[src/design/uie_regs.svh]
`ifndef UIE_REGS_SVH
`define UIE_REGS_SVH
// Register byte offsets
`define UIE_OFS_DATA 12'h000
`define UIE_OFS_FLAG 12'h018
`define UIE_OFS_LPDIV 12'h020
`define UIE_OFS_IBRD 12'h024
`define UIE_OFS_FBRD 12'h028
`define UIE_OFS_LCR 12'h02C
`define UIE_OFS_CR 12'h030
`define UIE_OFS_IFLS 12'h034
`define UIE_OFS_DMACR 12'h048
`define UIE_OFS_ID 12'hFE0
// Line control fields
`define UIE_LCR_BRK 0
`define UIE_LCR_PEN 1
`define UIE_LCR_EPS 2
`define UIE_LCR_STP2 3
`define UIE_LCR_FEN 4
`define UIE_LCR_WORD_LENGTH_FIELD_LO 5
// Control fields
`define UIE_CR_EN 0
`define UIE_CR_IR 1
`define UIE_CR_IRLP 2
`define UIE_CR_TXE 8
`define UIE_CR_RXE 9
`define UIE_CR_RTS 11
`define UIE_CR_RTSEN 14
`define UIE_CR_CTSEN 15
// Reset values
`define UIE_CR_RST 16'h0300
`define UIE_LCR_RST 8'h00
`define UIE_IFLS_RST 6'h12
`define UIE_IBRD_RST 16'h0000
`define UIE_FBRD_RST 6'h00
// Timing
`define UIE_CLK_HZ 25000000
`define UIE_LP_TICK_HZ 1842000
`define UIE_LPDIV_RST 8'(`UIE_CLK_HZ / `UIE_LP_TICK_HZ)
`define UIE_OS_TICKS 4'hF
`define UIE_IR_PULSE_TICKS 4'h3
`define UIE_LP_PULSE_TICKS 2'h3
`define UIE_BRK_TICKS 8'hC0
`define UIE_FRAC_ONE 23'h000040
`endif

[src/design/uie_pkg.sv]
package uie_pkg;
  typedef enum logic [2:0] {TX_IDLE, TX_START, TX_DATA, TX_PAR, TX_STOP} uie_tx_state_t;
  typedef enum logic [2:0] {RX_IDLE, RX_START, RX_DATA, RX_PAR, RX_STOP, RX_BRKW} uie_rx_state_t;
  typedef logic [3:0] uie_rx_status_t; // {overrun, break, parity, framing}
endpackage

[src/design/uie_fifo_if.sv]
`timescale 1ns/10ps
interface uie_fifo_if #(parameter int W = 8, parameter int AW = 4);
  logic push;
  logic [W-1:0] wdata;
  logic pop;
  logic single;
  logic [W-1:0] rdata;
  logic full;
  logic empty;
  logic [AW:0] count;
  modport fifo (input push, wdata, pop, single, output rdata, full, empty, count);
  modport user (output push, wdata, pop, single, input rdata, full, empty, count);
endinterface // uie_fifo_if

[src/design/uie_fifo.sv]
`timescale 1ns/10ps
module uie_fifo #(
  parameter int W = 8,
  parameter int AW = 4
) (
  input wire logic clk, // Reference clock
  input wire logic reset, // Synchronous reset
  uie_fifo_if.fifo f // Queue port
);
  localparam int D = 1 << AW;
  logic [W-1:0] mem_q [D];
  logic [AW-1:0] wp_q;
  logic [AW-1:0] rp_q;
  logic [AW:0] cnt_q;
  wire do_push = f.push & ~f.full;
  wire do_pop = f.pop & ~f.empty;

  // With the queue off only one entry is held
  assign f.full = f.single ? (cnt_q != '0) : (cnt_q == (AW+1)'(D));
  assign f.empty = (cnt_q == '0);
  assign f.count = cnt_q;
  assign f.rdata = mem_q[rp_q];

  // Pointers and occupancy
  always_ff @(posedge clk) begin
    if (reset) begin
      wp_q <= '0;
      rp_q <= '0;
      cnt_q <= '0;
    end else begin
      if (do_push) wp_q <= wp_q + 1'b1;
      if (do_pop) rp_q <= rp_q + 1'b1;
      cnt_q <= cnt_q + (AW+1)'(do_push) - (AW+1)'(do_pop);
    end
  end

  // Storage has no reset
  always_ff @(posedge clk) begin
    if (do_push) mem_q[wp_q] <= f.wdata;
  end
endmodule // uie_fifo

[src/design/uie_top.sv]
// Chosen here: register access over APB and the address map.
`timescale 1ns/10ps
`include "uie_regs.svh"
module uie_top #(
  parameter logic [31:0] PORT_ID = 32'h0000_1A5E // Value is arbitrary
) (
  input wire logic clk, // Reference clock, 25 MHz
  input wire logic reset, // Synchronous, active high
  input wire logic psel, // APB select
  input wire logic penable, // APB enable
  input wire logic pwrite, // APB direction
  input wire logic [11:0] paddr, // APB byte address
  input wire logic [31:0] pwdata, // APB write data
  output logic [31:0] prdata, // APB read data
  output logic pready, // APB ready
  output logic pslverr, // APB error, unmapped address
  input wire logic rxd, // Serial input
  output logic txd, // Serial output
  input wire logic ir_in, // Infrared receive, high pulse is a 0
  output logic ir_serial_out, // Infrared transmit pulses
  input wire logic cts_n, // Clear to send, active low
  output logic rts_n, // Request to send, active low
  output logic tx_dma_req, // Transmit DMA request
  output logic rx_dma_req // Receive DMA request
);
  uie_fifo_if #(.W(8), .AW(4)) txf ();
  uie_fifo_if #(.W(12), .AW(4)) rxf ();
  uie_fifo #(.W(8), .AW(4)) u_txq (.clk(clk), .reset(reset), .f(txf));
  uie_fifo #(.W(12), .AW(4)) u_rxq (.clk(clk), .reset(reset), .f(rxf));

  // Trigger fraction to entry count
  function automatic logic [4:0] lvl(input logic [2:0] sel);
    case (sel)
      3'h0: lvl = 5'h02;
      3'h1: lvl = 5'h04;
      3'h2: lvl = 5'h08;
      3'h3: lvl = 5'h0C;
      default: lvl = 5'h0E;
    endcase
  endfunction

  // Keeps only the configured number of data bits
  function automatic logic [7:0] wmask(input logic [7:0] d, input logic [1:0] wl);
    wmask = d & (8'hFF >> (2'h3 - wl));
  endfunction

  logic [15:0] cr_q;
  logic [7:0] lcr_q;
  logic [5:0] ifls_q;
  logic [15:0] ibrd_q;
  logic [5:0] fbrd_q;
  logic [7:0] lpdiv_q;
  logic [1:0] dmacr_q;
  logic [21:0] acc_q;
  logic tick_q;
  logic [7:0] lpc_q;
  logic lptick_q;
  logic ovr_q;

  // Configuration decode
  wire en_w = cr_q[`UIE_CR_EN];
  wire ir_w = cr_q[`UIE_CR_IR];
  wire irlp_w = cr_q[`UIE_CR_IRLP];
  wire pen_w = lcr_q[`UIE_LCR_PEN];
  wire eps_w = lcr_q[`UIE_LCR_EPS];
  wire fen_w = lcr_q[`UIE_LCR_FEN];
  wire [1:0] word_length_field_w = lcr_q[`UIE_LCR_WORD_LENGTH_FIELD_LO +: 2];
  wire [2:0] lastbit_w = {1'b0, word_length_field_w} + 3'h4;

  // APB phases: answer in the first access cycle, act at its edge
  wire setup_w = psel & ~penable;
  wire done_w = psel & penable & pready;
  wire wr_w = done_w & pwrite;
  wire sel_data = (paddr == `UIE_OFS_DATA);
  wire sel_flag = (paddr == `UIE_OFS_FLAG);
  wire sel_lpdiv = (paddr == `UIE_OFS_LPDIV);
  wire sel_ibrd = (paddr == `UIE_OFS_IBRD);
  wire sel_fbrd = (paddr == `UIE_OFS_FBRD);
  wire sel_lcr = (paddr == `UIE_OFS_LCR);
  wire sel_cr = (paddr == `UIE_OFS_CR);
  wire sel_ifls = (paddr == `UIE_OFS_IFLS);
  wire sel_dmacr = (paddr == `UIE_OFS_DMACR);
  wire sel_id = (paddr == `UIE_OFS_ID);
  wire mapped_w = sel_data | sel_flag | sel_lpdiv | sel_ibrd | sel_fbrd | sel_lcr | sel_cr | sel_ifls
                  | sel_dmacr | sel_id;

  // Queue levels against the selected trigger
  wire rx_hit_w = fen_w ? (rxf.count >= lvl(ifls_q[5:3])) : ~rxf.empty;
  wire tx_hit_w = fen_w ? (txf.count <= lvl(ifls_q[2:0])) : ~txf.full;

  uie_pkg::uie_tx_state_t tx_st_q;
  uie_pkg::uie_rx_state_t rx_st_q;
  wire busy_w = (tx_st_q != uie_pkg::TX_IDLE) | ~txf.empty;
  wire [31:0] flag_w = {22'h0, tx_hit_w, rx_hit_w, txf.empty, rxf.full, txf.full, rxf.empty, busy_w,
                        2'h0, ~cts_n};

  // Read selection
  wire [31:0] rd_w = sel_data ? {20'h0, rxf.rdata} :
                     sel_flag ? flag_w :
                     sel_lpdiv ? {24'h0, lpdiv_q} :
                     sel_ibrd ? {16'h0, ibrd_q} :
                     sel_fbrd ? {26'h0, fbrd_q} :
                     sel_lcr ? {24'h0, lcr_q} :
                     sel_cr ? {16'h0, cr_q} :
                     sel_ifls ? {26'h0, ifls_q} :
                     sel_dmacr ? {30'h0, dmacr_q} :
                     sel_id ? PORT_ID : 32'h0;

  // Bus answer and control registers
  always_ff @(posedge clk) begin
    if (reset) begin
      pready <= 1'b0;
      pslverr <= 1'b0;
      prdata <= 32'h0;
      cr_q <= `UIE_CR_RST;
      lcr_q <= `UIE_LCR_RST;
      ifls_q <= `UIE_IFLS_RST;
      ibrd_q <= `UIE_IBRD_RST;
      fbrd_q <= `UIE_FBRD_RST;
      lpdiv_q <= `UIE_LPDIV_RST;
      dmacr_q <= 2'h0;
    end else begin
      pready <= setup_w;
      pslverr <= setup_w & ~mapped_w;
      if (setup_w) prdata <= rd_w;
      if (wr_w & sel_cr) cr_q <= pwdata[15:0];
      if (wr_w & sel_lcr) lcr_q <= pwdata[7:0];
      if (wr_w & sel_ifls) ifls_q <= pwdata[5:0];
      if (wr_w & sel_ibrd) ibrd_q <= pwdata[15:0];
      if (wr_w & sel_fbrd) fbrd_q <= pwdata[5:0];
      if (wr_w & sel_lpdiv) lpdiv_q <= pwdata[7:0];
      if (wr_w & sel_dmacr) dmacr_q <= pwdata[1:0];
    end
  end

  // Data register writes push, reads pop after the access completes
  assign txf.push = wr_w & sel_data;
  assign txf.wdata = pwdata[7:0];
  assign rxf.pop = done_w & ~pwrite & sel_data;
  assign txf.single = ~fen_w;
  assign rxf.single = ~fen_w;

  // Fractional divisor in 1/64 steps; a divisor under one tick gives a tick every clock
  wire [21:0] div_w = {ibrd_q, fbrd_q};
  wire [22:0] acc_sum_w = {1'b0, acc_q} + `UIE_FRAC_ONE;
  wire small_w = ({1'b0, div_w} < `UIE_FRAC_ONE);
  wire tick_w = en_w & (small_w | (acc_sum_w >= {1'b0, div_w}));
  always_ff @(posedge clk) begin
    if (reset | ~en_w | small_w) acc_q <= 22'h0;
    else acc_q <= tick_w ? 22'(acc_sum_w - {1'b0, div_w}) : acc_sum_w[21:0];
    tick_q <= ~reset & tick_w;
  end

  // Low-power infrared tick divider
  wire lp_wrap_w = (lpc_q <= 8'h01);
  always_ff @(posedge clk) begin
    if (reset) lpc_q <= 8'h0;
    else lpc_q <= lp_wrap_w ? lpdiv_q : lpc_q - 8'h01;
    lptick_q <= ~reset & lp_wrap_w;
  end

  // Transmitter
  logic [3:0] tcnt_q;
  logic [2:0] tbit_q;
  logic [7:0] tsh_q;
  logic tstop_q;
  logic [7:0] brk_q;
  logic [1:0] lpp_q;
  logic lparm_q;
  wire cts_ok_w = ~cr_q[`UIE_CR_CTSEN] | ~cts_n;
  wire tx_go_w = tick_q & en_w & cr_q[`UIE_CR_TXE] & ~txf.empty & cts_ok_w;
  wire tend_w = tick_q & (tcnt_q == `UIE_OS_TICKS);
  wire tpar_w = eps_w ? ^wmask(tsh_q, word_length_field_w) : ~^wmask(tsh_q, word_length_field_w);
  wire tx_bit_w = (tx_st_q == uie_pkg::TX_START) ? 1'b0 :
                  (tx_st_q == uie_pkg::TX_DATA) ? tsh_q[tbit_q] :
                  (tx_st_q == uie_pkg::TX_PAR) ? tpar_w : 1'b1;
  wire brk_on_w = lcr_q[`UIE_LCR_BRK] | (brk_q != 8'h0);
  assign txf.pop = (tx_st_q == uie_pkg::TX_IDLE) & tx_go_w;

  always_ff @(posedge clk) begin
    if (reset) begin
      tx_st_q <= uie_pkg::TX_IDLE;
      tcnt_q <= 4'h0;
      tbit_q <= 3'h0;
      tsh_q <= 8'h0;
      tstop_q <= 1'b0;
    end else begin
      if (tick_q) tcnt_q <= tcnt_q + 4'h1;
      case (tx_st_q)
        uie_pkg::TX_IDLE: begin
          tcnt_q <= 4'h0;
          if (tx_go_w) begin
            tsh_q <= txf.rdata;
            tx_st_q <= uie_pkg::TX_START;
          end
        end
        uie_pkg::TX_START: begin
          if (tend_w) begin
            tbit_q <= 3'h0;
            tx_st_q <= uie_pkg::TX_DATA;
          end
        end
        uie_pkg::TX_DATA: begin
          if (tend_w) begin
            tbit_q <= tbit_q + 3'h1;
            tstop_q <= lcr_q[`UIE_LCR_STP2];
            if (tbit_q == lastbit_w) tx_st_q <= pen_w ? uie_pkg::TX_PAR : uie_pkg::TX_STOP;
          end
        end
        uie_pkg::TX_PAR: begin
          if (tend_w) tx_st_q <= uie_pkg::TX_STOP;
        end
        uie_pkg::TX_STOP: begin
          if (tend_w) begin
            tstop_q <= 1'b0;
            if (!tstop_q) tx_st_q <= uie_pkg::TX_IDLE;
          end
        end
        default: tx_st_q <= uie_pkg::TX_IDLE;
      endcase
    end
  end

  // Break holds the line low for at least a longest frame of ticks
  always_ff @(posedge clk) begin
    if (reset) brk_q <= 8'h0;
    else if (lcr_q[`UIE_LCR_BRK]) brk_q <= `UIE_BRK_TICKS;
    else if (tick_q && brk_q != 8'h0) brk_q <= brk_q - 8'h01;
  end

  // Low-power pulse is timed by its own tick so it stays short at slow rates
  wire lp_start_w = (tcnt_q == 4'h0) & ~tx_bit_w & ~lparm_q;
  always_ff @(posedge clk) begin
    if (reset) begin
      lpp_q <= 2'h0;
      lparm_q <= 1'b0;
    end else begin
      if (lp_start_w) lpp_q <= `UIE_LP_PULSE_TICKS;
      else if (lptick_q && lpp_q != 2'h0) lpp_q <= lpp_q - 2'h1;
      lparm_q <= (tcnt_q == 4'h0) & ~tx_bit_w;
    end
  end

  // Line drivers; in infrared mode the wired output rests high
  wire ir_pulse_w = irlp_w ? (lpp_q != 2'h0) : (~tx_bit_w & (tcnt_q < `UIE_IR_PULSE_TICKS));
  always_ff @(posedge clk) begin
    if (reset) begin
      txd <= 1'b1;
      ir_serial_out <= 1'b0;
    end else begin
      txd <= (ir_w | ~brk_on_w) & (ir_w | tx_bit_w);
      ir_serial_out <= en_w & ir_w & (brk_on_w | ir_pulse_w);
    end
  end

  // Infrared receive: each short pulse is stretched into a half-bit low
  logic [3:0] irs_q;
  always_ff @(posedge clk) begin
    if (reset) irs_q <= 4'h0;
    else if (ir_in) irs_q <= 4'h8;
    else if (tick_q && irs_q != 4'h0) irs_q <= irs_q - 4'h1;
  end
  wire rline_w = ir_w ? (irs_q == 4'h0) : rxd;

  // Receiver
  logic [3:0] rcnt_q;
  logic [2:0] rbit_q;
  logic [7:0] rsh_q;
  logic rpe_q;
  logic rzero_q;
  wire rend_w = tick_q & (rcnt_q == `UIE_OS_TICKS);
  wire [3:0] rchk_w = ir_w ? 4'h3 : 4'h7;
  wire rpexp_w = eps_w ? ^wmask(rsh_q, word_length_field_w) : ~^wmask(rsh_q, word_length_field_w);
  wire rstop_w = (rx_st_q == uie_pkg::RX_STOP) & rend_w;
  uie_pkg::uie_rx_status_t rstat_w;
  assign rstat_w = {ovr_q, ~rline_w & rzero_q, rpe_q, ~rline_w};
  assign rxf.push = rstop_w;
  assign rxf.wdata = {rstat_w, rsh_q};

  always_ff @(posedge clk) begin
    if (reset) begin
      rx_st_q <= uie_pkg::RX_IDLE;
      rcnt_q <= 4'h0;
      rbit_q <= 3'h0;
      rsh_q <= 8'h0;
      rpe_q <= 1'b0;
      rzero_q <= 1'b0;
    end else begin
      if (tick_q) rcnt_q <= rcnt_q + 4'h1;
      case (rx_st_q)
        uie_pkg::RX_IDLE: begin
          rcnt_q <= 4'h0;
          rsh_q <= 8'h0;
          rbit_q <= 3'h0;
          rpe_q <= 1'b0;
          rzero_q <= 1'b1;
          if (en_w && cr_q[`UIE_CR_RXE] && !rline_w) rx_st_q <= uie_pkg::RX_START;
        end
        uie_pkg::RX_START: begin
          if (tick_q && rcnt_q == rchk_w) begin
            rcnt_q <= 4'h0;
            rx_st_q <= rline_w ? uie_pkg::RX_IDLE : uie_pkg::RX_DATA;
          end
        end
        uie_pkg::RX_DATA: begin
          if (rend_w) begin
            rsh_q[rbit_q] <= rline_w;
            rbit_q <= rbit_q + 3'h1;
            if (rline_w) rzero_q <= 1'b0;
            if (rbit_q == lastbit_w) rx_st_q <= pen_w ? uie_pkg::RX_PAR : uie_pkg::RX_STOP;
          end
        end
        uie_pkg::RX_PAR: begin
          if (rend_w) begin
            rpe_q <= (rline_w != rpexp_w);
            if (rline_w) rzero_q <= 1'b0;
            rx_st_q <= uie_pkg::RX_STOP;
          end
        end
        uie_pkg::RX_STOP: begin
          if (rend_w) rx_st_q <= rline_w ? uie_pkg::RX_IDLE : uie_pkg::RX_BRKW;
        end
        uie_pkg::RX_BRKW: begin
          if (rline_w) rx_st_q <= uie_pkg::RX_IDLE;
        end
        default: rx_st_q <= uie_pkg::RX_IDLE;
      endcase
    end
  end

  // Overrun rides on the next stored character; a new loss wins over the clear
  always_ff @(posedge clk) begin
    if (reset) ovr_q <= 1'b0;
    else if (rstop_w && rxf.full) ovr_q <= 1'b1;
    else if (rstop_w) ovr_q <= 1'b0;
  end

  // Flow control and DMA requests
  always_ff @(posedge clk) begin
    if (reset) begin
      rts_n <= 1'b1;
      tx_dma_req <= 1'b0;
      rx_dma_req <= 1'b0;
    end else begin
      rts_n <= cr_q[`UIE_CR_RTSEN] ? rxf.full : ~cr_q[`UIE_CR_RTS];
      tx_dma_req <= dmacr_q[1] & tx_hit_w;
      rx_dma_req <= dmacr_q[0] & rx_hit_w;
    end
  end
endmodule // uie_top

[config.mk]
export PLATFORM = sky130hd
export DESIGN_NAME = uie_top
export DESIGN_NICKNAME = d
export VERILOG_FILES = /design/src/design/uie_pkg.sv /design/src/design/uie_fifo_if.sv /design/src/design/uie_fifo.sv /design/src/design/uie_top.sv
export VERILOG_INCLUDE_DIRS = /design/src /design/src/design
export SDC_FILE = /design/constraint.sdc
export NUM_CORES = 1
export LEC_CHECK = 0
export CAP_MARGIN = 20
export CORE_ASPECT_RATIO = 0.7
export CORE_MARGIN = 2
export CORE_UTILIZATION = 51
export CTS_CLUSTER_DIAMETER = 30
export DETAILED_ROUTE_END_ITERATION = 12
export DONT_BUFFER_PORTS = 1
export PLACE_DENSITY = 0.69
export REMOVE_ABC_BUFFERS = 1
export SLEW_MARGIN = 20
export SYNTH_ARGS = -nofsm -noshare
export SYNTH_HDL_FRONTEND = slang
export SYNTH_SLANG_ARGS = --single-unit
[constraint.sdc]
create_clock -name clk -period 3.8 [get_ports clk]
set_clock_uncertainty 0.2 [all_clocks]
set_input_delay 0.76 -clock clk [delete_from_list [all_inputs] [get_ports clk]]
set_output_delay 0.76 -clock clk [all_outputs]
set_load 0.005 [all_outputs]
==> flow_metrics.py <==
metrics = {
    "outcome": {
        "status": "complete, no violations",
    },
    "synth": {
        "synth.largest_area_cell": "edfxtp_1",
        "synthTopCellsByArea": "edfxtp_1 (40%), dfxtp_1 (17%), mux4_2 (9.6%), ha_1 (3.2%), nor2_1 (2.9%)",
        "synth-compound-area-share_pct": 7.94,
        "synth_top_family_by_area": "simple AND/OR/NAND/NOR gates",
        "synth_area_sq_um": 23900,
        "synth-edff-count": 320,
        "yosysWarnings": 0,
        "ys_seq_area_share_pct": 57.1,
        "synth_seq_cells": 522,
        "synthXorXnorAreaFrac_pct": 3.10,
        "syn_avg_cell_area_sq_um": 12.4,
        "synth_cells": 1927,
        "synth_top_area_share_pct": 40.2,
        "async_flop_share_pct": 0,
        "synthFlopType": "edfxtp_1",
        "synth_fa_ha_area_share_pct": 3.50,
        "synth-simple-area-share_pct": 12.7,
        "synth_cell_types": 84,
        "muxShareOfSynthArea_pct": 12.1,
    },
    "clocking": {
        "htree_num_levels": 3,
        "clkTransAtPathRegs_ps": 50,
        "cts.sinks": 522,
        "cts_tree": "built",
        "clk_latency_ps": 620,
        "clockBufferDepth": 3,
        "numCtsBuffers": 85,
        "cts_root_buf": "clkbuf_16",
    },
    "worst_hold_path": {
        "whs_endpoint": "irs_q[0]",
        "hp-start": "ir_in",
        "holdCritPathClass": "input port to register",
        "holdPathStages": 1,
    },
    "final_layout": {
        "drive_above_1_share_pct": 19.9,
        "layout.cells.most_common": "edfxtp_1",
        "finalNonFillerCells": 2715,
        "nets": 2148,
        "areaGrowthSynthToFinish_pct": 17.9,
        "layout_common_cells": "edfxtp_1 (320), dfxtp_1 (197), nor2_1 (183), nand2_1 (151), a21oi_1 (112)",
    },
    "worst_setup_path": {
        "max_stage_delay_ps": 400,
        "cp_num_buf_inv": 5,
        "startpoint": "acc_q[10]",
        "critical_path.cell_chain": "and3_1 -> nand3_2 -> nor3_4 -> buf_4 -> buf_4 -> xor2_1 -> ha_1 -> a211o_1 -> a2111oi_4 -> nor2_2 -> a311o_1 -> o21bai_4 -> buf_12 -> buf_4 -> buf_4 -> nand4_1 -> o21ai_0",
        "timing.rr.start": "acc_q[10]",
        "r2r_slack_ps": 120,
        "path_class": "register to register",
        "end_kind": "register",
        "critical_path.startpoint_type": "register",
        "cp_common_cell": "buf_4",
        "cp_max_fo": 3,
        "critPathTopFamily": "compound AO/OA/AOI/OAI gates",
        "worst_r2r_endpoint": "acc_q[21]",
        "arrival_ps": 4000,
        "reg2reg_depth": 17,
        "crit_slowest_cell": "a2111oi_4",
        "required_ps": 4120,
    },
    "floorplan": {
        "fp.coreArea_sq_um": 46300,
        "initial_core_util_pct": 51.6,
        "io_pins": 91,
        "die_h_um": 185,
        "die_w_um": 263,
        "rows": 66,
        "die_area_sq_um": 48700,
    },
    "route": {
        "ant_nets": 0,
        "dr.pass1.iters": 6,
        "drc": 0,
        "wl_um": 62000,
        "first_iter_violations": 1918,
        "vias": 16200,
        "via_per_inst": 5.97,
        "wl_per_cell_um": 22.8,
    },
    "power_and_ir_drop": {
        "p_leak_nw": 9.78,
        "finalPower_mw": 14.0,
        "peakVddDrop_mv": 0.403,
        "power_per_cell_area_nw_per_um2": 497,
    },
    "sta": {
        "finalSetupViolCount": 0,
        "hold_violations": 0,
        "setup-tns-final_ps": 0,
        "hold_ws_ps": 30.5,
        "maxSlewViolCount": 0,
        "worstMarginPinSlew_ps": 770,
        "period_share_pct": 96.9,
        "relSlewSlack_pct": 48.3,
        "finalCriticalPeriod_ps": 3680,
        "clock.fmax_mhz": 272,
    },
    "global_route": {
        "overflow": 0,
        "antenna_found_initial": 1,
        "grt_pass1_vias": 15500,
        "grt_max_degree": 160,
        "grt_pass1_wl_um": 93000,
        "grt.total_usage_pct": 25.3,
    },
    "placement": {
        "place_congestion": 0.923,
        "placedCellCount": 2547,
        "dp.final_hpwl_um": 41200,
        "port_buffers": 0,
    },
    "flow_run": {
        "maxCapViolCount": 0,
    },
}
[synthesized netlist by cell type (all sizes together), types with 14 or more instances]
master  number
dfxtp      202
o21ai       46
xor2        28
ha          62
a21oi      112
inv         73
mux2i       57
clkbuf      70
nor3        46
nor2b       34
and2        24
nand4       25
a211oi      22
xnor2       54
or3         14
nor2       184
nand2      153
buf         45
edfxtp     320
mux4       102
nand3       36
nor4        21
[registers in the layout (all words and copies together) (netlist names), 5 cells and up, named ones only]
signal	count
lcr_q	8
acc_q	22
cr_q	16
prdata	16
ifls_q	6
u_txq.f.count	5
lpdiv_q	8
fbrd_q	6
u_rxq.mem_q	192
lpc_q	8
brk_q	8
rsh_q	8
u_rxq.f.count	5
u_txq.mem_q	128
ibrd_q	16
tsh_q	8
[worst max-delay path by stage]
stage | slack (ps) | cells past startpoint | to
after floorplan | -320 | 13 | acc_q[10]
after global placement | 70 | 14 | u_rxq.f.count[4]
after detailed placement | -40 | 14 | acc_q[8]
after CTS | 10 | 14 | acc_q[17]
after global routing | -0.6 | 15 | acc_q[21]
final | 120 | 17 | acc_q[21]
[power breakdown]
part / leakage (nW) / internal (mW) / switching (mW)
clock network: 1.39 / 4.75 / 2.92
logic: 3.84 / 0.118 / 0.154
registers: 4.55 / 6.02 / 0.0456
total: 9.78 / 10.9 / 3.12
[layout make-up]
| cell class | instances | area (sq um) |
|---|---|---|
| well taps | 612 | 766 |
| diodes | 1 | 2.50 |
| flip-flops and latches | 522 | 13700 |
| repair buffers | 117 | 991 |
| clock inverters | 64 | 699 |
| multi-input cells | 1232 | 9600 |
| fillers | 3538 | 18100 |
| clock buffers | 94 | 2190 |
| inverters | 73 | 274 |
[per-stage QoR]
stage	utilization, %	instance area, sq um	worst slack [ps]
2_1_floorplan	-	23400	-323
3_3_place_gp	54.1	25100	66.9
3_5_place_dp	54.1	25100	-39.7
4_1_cts	60.5	28000	13.0
5_1_grt	60.8	28200	-0.623
6_report	60.9	28200	119
[worst register-to-register path: cells and delay by family (launching register included)]
family | cells | cell delay (ps)
xor gates and xnor gates | 1 | 80
and+or+nand+nor | 5 | 660
adders and majority gates | 1 | 240
AOI/OAI and AO/OA | 5 | 1470
buffers and inverters | 5 | 630
DFF | 1 | 340
[routing by layer]
layer / global-route usage [%] / wire length [um] / vias up
met5: 0 / 0 / -
met4: 7.31 / 1290 / 0
met3: 5.48 / 5450 / 86
met2: 38.6 / 28100 / 672
met1: 36.6 / 27100 / 8062
li1: - / - / 7393
[cells by family after synthesis]
family | after synthesis
AOI/OAI and AO/OA | 299
adders and majority gates | 65
and+or+nand+nor | 607
buffers and inverters | 188
xor gates and xnor gates | 83
DFF | 522
muxes | 162
other | 1
[repair_timing]
action	CTS	global route
resized for setup	8	20
pin swaps	1	9
buffers inserted	1	6
cloned	1	1
endpoints found under the setup margin	19	23
hold buffers	0	0
Note: power is estimated with default switching activity, not from simulation.
